## src/design/remote_target_remap_map.vh

```
// register offsets, field positions and reset values for the remote target remap block
// assumes an 8-bit register port with byte-wide offsets
`ifndef REMOTE_TARGET_REMAP_MAP_VH
`define REMOTE_TARGET_REMAP_MAP_VH
`define RTR_ADDR_W 8
`define RTR_OFS_TARGET_1 8'h09
`define RTR_OFS_TARGET_2 8'h0A
`define RTR_OFS_TARGET_3 8'h0B
`define RTR_OFS_TARGET_4 8'h0C
`define RTR_OFS_TARGET_5 8'h0D
`define RTR_NUM_TARGETS 5
`define RTR_FIELD_ADDR_HI 7
`define RTR_FIELD_ADDR_LO 1
`define RTR_FIELD_RSVD 0
`define RTR_RESET_VALUE 8'h00
`define RTR_ALIAS_OFF 7'h00
`endif

```

## src/design/remote_i2c_target_remap.v

```verilog
// address substitution for remote i2c targets 1 to 5 behind the serializer
// assumes a byte register port in the register clock domain and alias values from the decoder
//
// Overview of operation
// - five read/write 8-bit registers hold 7-bit physical addresses in bits 7..1
// - registers for targets 1 to 5 sit at consecutive offsets 9h to Dh
// - an address matching target N's alias is replaced by target N's physical address
// - substitution finishes before the transaction goes to the control channel
// - every register clears to zero on reset, reserved bit included
// - matches come from comparing the incoming address with each programmed alias
// - a zero alias disables matching for its target, so nothing is remapped or forwarded to it
//
// register port: a write lands at its strobe edge, read data one edge later
// read data holds until the next read; unmapped offsets read 00h and no hit
// transaction port: o_txn_match is combinational, o_fwd_* follow one edge later
// o_fwd_addr, o_fwd_rw and o_fwd_target keep their last value between matches
// limitation: duplicate aliases resolve to the lowest target index
// the alias values arrive from the decoder outside; this block never stores them
`timescale 1ns/1ps
`include "remote_target_remap_map.vh"
module remote_i2c_target_remap (
    input wire i_clk, // register clock, 40 MHz
    input wire i_rst, // synchronous reset, active high
    input wire [7:0] i_reg_addr, // register offset
    input wire i_reg_wr, // register write strobe
    input wire i_reg_rd, // register read strobe
    input wire [7:0] i_reg_wdata, // register write data
    output reg [7:0] o_reg_rdata, // register read data
    output reg o_reg_hit, // read addressed one of these registers
    input wire [34:0] i_alias_addrs, // aliases for targets 1..5, 7 bits each, target 1 low
    input wire i_txn_valid, // incoming transaction address is valid
    input wire [6:0] i_txn_addr, // 7-bit address from the local master
    input wire i_txn_rw, // read/write bit of the transaction
    output reg o_fwd_valid, // remapped transaction ready for the control channel
    output reg [6:0] o_fwd_addr, // physical address sent to the serializer
    output reg o_fwd_rw, // read/write bit forwarded unchanged
    output reg [2:0] o_fwd_target, // index 1..5 of the matched target
    output wire o_txn_match // combinational: current address hits a remote target
);
    wire [39:0] regs_flat;
    reg [4:0] wr_sel;
    reg [4:0] match_vec;
    reg [2:0] match_idx;
    reg [6:0] match_phys;
    reg [7:0] rd_mux;

    // stored physical addresses, bits 7..1 of each register
    wire [6:0] target_phys_addr_1;
    wire [6:0] target_phys_addr_2;
    wire [6:0] target_phys_addr_3;
    wire [6:0] target_phys_addr_4;
    wire [6:0] target_phys_addr_5;

    // per-target aliases from the decoder
    wire [6:0] target_alias_addr_1;
    wire [6:0] target_alias_addr_2;
    wire [6:0] target_alias_addr_3;
    wire [6:0] target_alias_addr_4;
    wire [6:0] target_alias_addr_5;

    // index of the register at an offset, 0 when outside 9h..Dh
    function [2:0] target_index;
        input [7:0] ofs;
        reg [7:0] diff;
        begin
            diff = ofs - `RTR_OFS_TARGET_1 + 8'h01;
            if (ofs >= `RTR_OFS_TARGET_1 && ofs <= `RTR_OFS_TARGET_5) begin
                target_index = diff[2:0];
            end else begin
                target_index = 3'd0;
            end
        end
    endfunction

    // one alias compare; a zero alias never matches, so an unused slot stays silent
    function alias_hit;
        input [6:0] alias_val;
        input [6:0] addr;
        begin
            alias_hit = (alias_val != `RTR_ALIAS_OFF) && (alias_val == addr);
        end
    endfunction

    // address field of each register; bit 0 is dropped so the reserved bit cannot leak
    assign target_phys_addr_1 = regs_flat[`RTR_FIELD_ADDR_LO +: 7];
    assign target_phys_addr_2 = regs_flat[8 + `RTR_FIELD_ADDR_LO +: 7];
    assign target_phys_addr_3 = regs_flat[16 + `RTR_FIELD_ADDR_LO +: 7];
    assign target_phys_addr_4 = regs_flat[24 + `RTR_FIELD_ADDR_LO +: 7];
    assign target_phys_addr_5 = regs_flat[32 + `RTR_FIELD_ADDR_LO +: 7];

    // alias slices, target 1 in the low bits
    assign target_alias_addr_1 = i_alias_addrs[6:0];
    assign target_alias_addr_2 = i_alias_addrs[13:7];
    assign target_alias_addr_3 = i_alias_addrs[20:14];
    assign target_alias_addr_4 = i_alias_addrs[27:21];
    assign target_alias_addr_5 = i_alias_addrs[34:28];

    // write decode per target; unmapped offsets strobe nothing
    always @* begin
        wr_sel = 5'h00;
        if (i_reg_wr) begin
            case (target_index(i_reg_addr))
                3'd1: wr_sel = 5'h01;
                3'd2: wr_sel = 5'h02;
                3'd3: wr_sel = 5'h04;
                3'd4: wr_sel = 5'h08;
                3'd5: wr_sel = 5'h10;
                default: wr_sel = 5'h00;
            endcase
        end
    end

    // target 1 register, lowest offset
    target_addr_reg u_target_addr_reg_1 (
        .i_clk(i_clk),
        .i_rst(i_rst),
        .i_wr_en(wr_sel[0]),
        .i_wr_data(i_reg_wdata),
        .o_value(regs_flat[7:0])
    );

    // target 2 register
    target_addr_reg u_target_addr_reg_2 (
        .i_clk(i_clk),
        .i_rst(i_rst),
        .i_wr_en(wr_sel[1]),
        .i_wr_data(i_reg_wdata),
        .o_value(regs_flat[15:8])
    );

    // target 3 register
    target_addr_reg u_target_addr_reg_3 (
        .i_clk(i_clk),
        .i_rst(i_rst),
        .i_wr_en(wr_sel[2]),
        .i_wr_data(i_reg_wdata),
        .o_value(regs_flat[23:16])
    );

    // target 4 register
    target_addr_reg u_target_addr_reg_4 (
        .i_clk(i_clk),
        .i_rst(i_rst),
        .i_wr_en(wr_sel[3]),
        .i_wr_data(i_reg_wdata),
        .o_value(regs_flat[31:24])
    );

    // target 5 register, highest offset
    target_addr_reg u_target_addr_reg_5 (
        .i_clk(i_clk),
        .i_rst(i_rst),
        .i_wr_en(wr_sel[4]),
        .i_wr_data(i_reg_wdata),
        .o_value(regs_flat[39:32])
    );

    // alias compare, one hit bit per target
    always @* begin
        match_vec[0] = alias_hit(target_alias_addr_1, i_txn_addr);
        match_vec[1] = alias_hit(target_alias_addr_2, i_txn_addr);
        match_vec[2] = alias_hit(target_alias_addr_3, i_txn_addr);
        match_vec[3] = alias_hit(target_alias_addr_4, i_txn_addr);
        match_vec[4] = alias_hit(target_alias_addr_5, i_txn_addr);
    end

    // lowest index wins if software programs duplicate aliases
    always @* begin
        if (match_vec[0]) begin
            match_idx = 3'd1;
            match_phys = target_phys_addr_1;
        end else if (match_vec[1]) begin
            match_idx = 3'd2;
            match_phys = target_phys_addr_2;
        end else if (match_vec[2]) begin
            match_idx = 3'd3;
            match_phys = target_phys_addr_3;
        end else if (match_vec[3]) begin
            match_idx = 3'd4;
            match_phys = target_phys_addr_4;
        end else if (match_vec[4]) begin
            match_idx = 3'd5;
            match_phys = target_phys_addr_5;
        end else begin
            match_idx = 3'd0;
            match_phys = 7'h00;
        end
    end

    assign o_txn_match = i_txn_valid && (match_vec != 5'h00);

    // forward stage: address already substituted when valid rises
    always @(posedge i_clk) begin
        if (i_rst) begin
            o_fwd_valid <= 1'b0;
            o_fwd_addr <= 7'h00;
            o_fwd_rw <= 1'b0;
            o_fwd_target <= 3'd0;
        end else begin
            o_fwd_valid <= o_txn_match;
            if (o_txn_match) begin
                o_fwd_addr <= match_phys;
                o_fwd_rw <= i_txn_rw;
                o_fwd_target <= match_idx;
            end
        end
    end

    // read mux; zero outside the mapped window so stale bytes never show
    always @* begin
        case (target_index(i_reg_addr))
            3'd1: rd_mux = regs_flat[7:0];
            3'd2: rd_mux = regs_flat[15:8];
            3'd3: rd_mux = regs_flat[23:16];
            3'd4: rd_mux = regs_flat[31:24];
            3'd5: rd_mux = regs_flat[39:32];
            default: rd_mux = 8'h00;
        endcase
    end

    // registered read port, one cycle after the strobe; data holds between reads
    always @(posedge i_clk) begin
        if (i_rst) begin
            o_reg_rdata <= `RTR_RESET_VALUE;
            o_reg_hit <= 1'b0;
        end else if (i_reg_rd) begin
            o_reg_hit <= target_index(i_reg_addr) != 3'd0;
            o_reg_rdata <= rd_mux;
        end else begin
            o_reg_hit <= 1'b0;
        end
    end
endmodule // remote_i2c_target_remap

```

## src/design/target_addr_reg.v

```verilog
// one remote target address register: 7-bit physical address plus reserved bit
// assumes the parent decodes the register offset into i_wr_en
`timescale 1ns/1ps
`include "remote_target_remap_map.vh"
module target_addr_reg (
    input wire i_clk, // register clock
    input wire i_rst, // synchronous reset, active high
    input wire i_wr_en, // write strobe for this register
    input wire [7:0] i_wr_data, // write data
    output wire [7:0] o_value // stored byte
);
    reg [7:0] value_q;
    // whole byte stored, reserved bit included so it reads back as written
    always @(posedge i_clk) begin
        if (i_rst) begin
            value_q <= `RTR_RESET_VALUE;
        end else if (i_wr_en) begin
            value_q <= i_wr_data;
        end
    end
    assign o_value = value_q;
endmodule // target_addr_reg

```

## config.mk

```make
export PLATFORM = sky130hd
export DESIGN_NAME = remote_i2c_target_remap
export DESIGN_NICKNAME = d
export VERILOG_FILES = /design/src/design/remote_i2c_target_remap.v /design/src/design/target_addr_reg.v
export VERILOG_INCLUDE_DIRS = /design/src /design/src/design
export SDC_FILE = /design/constraint.sdc
export NUM_CORES = 1
export LEC_CHECK = 0
export BUFFER_PORTS_ARGS = -buffer_cell sky130_fd_sc_hd__buf_2
export CORE_MARGIN = 2
export CORE_UTILIZATION = 54
export CTS_CLUSTER_DIAMETER = 200
export DETAILED_ROUTE_END_ITERATION = 10
export GPL_TIMING_DRIVEN = 1
export PLACE_DENSITY = 0.8
export SLEW_MARGIN = 15
export SYNTH_ARGS = -nofsm -noshare
export SYNTH_HDL_FRONTEND = slang
export SYNTH_SLANG_ARGS = --single-unit
```

## constraint.sdc

```tcl
create_clock -name i_clk -period 2.8 [get_ports i_clk]
set_input_delay 0.42 -clock i_clk [delete_from_list [all_inputs] [get_ports i_clk]]
set_output_delay 0.42 -clock i_clk [all_outputs]
set_load 0.01 [all_outputs]
```

==> results.sh <==
export IMPL_outcome="complete, no violations"
export IMPL_post_layout_nonfiller_instances=581
export IMPL_p_int_mw=1.41
export IMPL_ys_ff_latch=61
export IMPL_hold_buffers=0
export IMPL_cp_arrival_ns=2.01
export IMPL_synth_ff_type="dfxtp_1"
export IMPL_crit_start="i_txn_addr[5]"
export IMPL_slew_headroom_pct=45.7
export IMPL_post_dp_cell_area_sq_um=4010
export IMPL_yosysSeqAreaShare_pct=33.9
export IMPL_hp_class="in2reg"
export IMPL_nets=564
export IMPL_dp_cells=566
export IMPL_synth_nets=490
export IMPL_ctsResizeCount=0
export IMPL_pre_cts_ws_ns=0.426
export IMPL_drcViolationCount=0
export IMPL_power_frac_comb_pct=11.4
export IMPL_vias=3452
export IMPL_fp_dieW_um=85.6
export IMPL_via_per_inst=5.94
export IMPL_grt_pass1_vias=3322
export IMPL_p_leak_nw=1.72
export IMPL_clock_skew_ns=0.00502
export IMPL_rrSetupSlack_ns=1.53
export IMPL_clk_latency_ns=0.35
export IMPL_hold_viol=0
export IMPL_gp_congestion=0.885
export IMPL_startpoint_type="input port"
export IMPL_hold_ws_ns=0.325
export IMPL_clkTransAtPathRegs_ns=0.06
export IMPL_synth_edf_count=0
export IMPL_synth_top_area_cell="dfxtp_1"
export IMPL_avgSynthCellArea_sq_um=8.44
export IMPL_grt_first_pass_wirelength_mm=16.1
export IMPL_die_area_sq_um=7330
export IMPL_rows=29
export IMPL_cts_sinks=61
export IMPL_fin_crit_sh_pct=86.8
export IMPL_dpl_hpwl_mm=7.26
export IMPL_syn_to_final_growth_pct=17.0
export IMPL_cts_max_path_buffers=2
export IMPL_syn_inst=426
export IMPL_cts_tree="built"
export IMPL_rsz0062_at_grt="no"
export IMPL_drt_pass1_iter_count=7
export IMPL_fp_coreArea_sq_um=6390
export IMPL_synthDominantCellAreaShare_pct=33.9
export IMPL_route_final_wire_length_mm=9.75
export IMPL_root_buffer="clkbuf_8"
export IMPL_cts_buffers=9
export IMPL_finalSetupViolations=0
export IMPL_grt_use_total_pct=27.8
export IMPL_synth_area_top_cells="dfxtp_1, mux2i_1, xor2_1"
export IMPL_ios=86
export IMPL_grt_max_degree=46
export IMPL_grt_ovfl_total=0
export IMPL_die_h_um=85.6
export IMPL_vdd_drop_max_v=0.000492
export IMPL_cts_setup_buffers=0
export IMPL_p_per_area_nw_per_um2=447
export IMPL_wl_per_cell_um=16.8
export IMPL_p_switching_uw=472
export IMPL_slew_violations=0
export IMPL_fill_cells=556
export IMPL_io_buffers=85
export IMPL_tightest_slew_ns=0.815
export IMPL_drtIter0Drc=271
export IMPL_rr_worst_depth=5
export IMPL_rr_startpoint="u_target_addr_reg_1.o_value[2]"
export IMPL_cts_htree_levels=3
export IMPL_yosysUniqueCellTypes=47
export IMPL_antenna_cells=0
export IMPL_pwr_share_seq_pct=46.5
export IMPL_antenna_found_initial=0
export IMPL_maxCapViolCount=0
export IMPL_path_max_fanout=11
export IMPL_setup_tns_final_ns=0
export IMPL_netlist_area_sq_um=3600
export IMPL_critPathCapture="o_txn_match"
export IMPL_post_route_min_period_ns=2.43
export IMPL_drive_gt1_share_pct=27.2
export IMPL_postSynth_asyncResetShare_pct=0
export IMPL_p_sw_share_pct=25.1
export IMPL_ant_nets=0
export IMPL_setup_worst_path_class="in2out"
export IMPL_max_freq_ghz=0.411
export IMPL_synth_warnings=0
export IMPL_worst_slack_ns=0.369
export IMPL_r2r_end="o_reg_rdata[2]"
export IMPL_p_clk_share_pct=42.1
export IMPL_cp_end_kind="output port"
export IMPL_initial_utilization_pct=56.3
export IMPL_fin_area_sq_um=4210
export IMPL_worst_endpoint_required_ns=2.38
==> worst min-delay path by stage <==
stage | slack, ns | to | depth (start not counted) | from
3_5_place_dp | 0.44 | o_reg_rdata[0] | 2 | o_reg_rdata[0]
2_1_floorplan | 0.44 | u_target_addr_reg_2.o_value[0] | 2 | u_target_addr_reg_2.o_value[0]
3_3_place_gp | 0.43 | o_reg_rdata[4] | 2 | o_reg_rdata[4]
4_1_cts | 0.33 | o_fwd_rw | 3 | i_txn_rw
6_report | 0.32 | o_fwd_rw | 3 | i_txn_rw
5_1_grt | 0.32 | o_fwd_rw | 3 | i_txn_rw
==> cell usage in the layout (no fill, tap or decap), types with 11 or more instances in the layout <==
cell and instances:
o21ai_0 20, nand3_1 21, nor2_1 37, buf_2 85, nand2_1 43, xor2_1 27
mux2i_1 36, clkbuf_8 11, dfxtp_1 61, a21oi_1 29, inv_1 21
==> power by group through the flow <==
stage	combinational, mW	clock, mW	sequential, mW
after floorplan	0.126	0	0.895
after global placement	0.209	0	0.894
after detailed placement	0.211	0	0.894
after CTS	0.213	0.804	0.874
after global routing	0.233	0.848	0.874
final	0.215	0.791	0.874
==> sequential cells by signal, indices dropped and copies added, names as in the netlist, 3 cells and up <==
register,count
u_target_addr_reg_3.o_value,8
o_reg_rdata,8
o_fwd_target,3
u_target_addr_reg_5.o_value,8
u_target_addr_reg_2.o_value,8
o_fwd_addr,7
u_target_addr_reg_1.o_value,8
u_target_addr_reg_4.o_value,8
==> synth_stat cells, drive strengths merged (2+ instances only) <==
cell type	instances
nand3	23
nor2	37
o21ai	23
clkbuf	13
nor3b	4
o311ai	10
or2	7
inv	21
a22o	8
nand4	10
mux2i	36
buf	19
a21oi	29
xnor2	4
nor3	9
nor4b	2
nor4	10
xor2	30
o311a	3
a31oi	4
nand2	43
a2bb2oi	3
dfxtp	61
and3	2
==> metal layers <==
metal  track usage, %  part of all wire (%)
met3             7.80                   8.5
met5                0                     0
met2             43.0                    45
met1             37.9                    44
met4             8.80                   2.1
==> metrics by stage <==
step | total power, mW | util [%]
6_report | 1.88 | 65.9
5_1_grt | 1.95 | 65.9
4_1_cts | 1.89 | 65.9
3_5_place_dp | 1.11 | 62.8
3_3_place_gp | 1.10 | 62.8
2_1_floorplan | 1.02 | -
==> layout make-up <==
type | instances | area (sq um) | share of cell area (%)
multi-input combinational | 312 | 2110 | 50.2
sequential | 61 | 1220 | 29.0
clock inverter | 4 | 47.5 | 1.13
tap | 77 | 96.3 | 2.29
inverter | 21 | 78.8 | 1.87
clock buffer | 11 | 151 | 3.60
timing repair buffer | 95 | 500 | 11.9
==> critical path: stages <==
cell and delay (ns):
buf_2 0.16, xor2_2 0.17, nor4_4 0.50, and3_1 0.24, nand2b_1 0.16, o21a_4 0.22, buf_2 0.15
==> cells by family (layout without fill, tap and decap cells) <==
kind of cell	count (synthesis)	in the layout	synth area share, %
and+or+nand+nor	154	154	23.0
AOI/OAI and AO/OA	88	88	16.8
DFF	61	61	33.9
buffers and inverters	53	131	7.30
muxes	36	36	10.0
xor gates and xnor gates	34	34	8.90
Note: power is estimated with default switching activity, not from simulation.
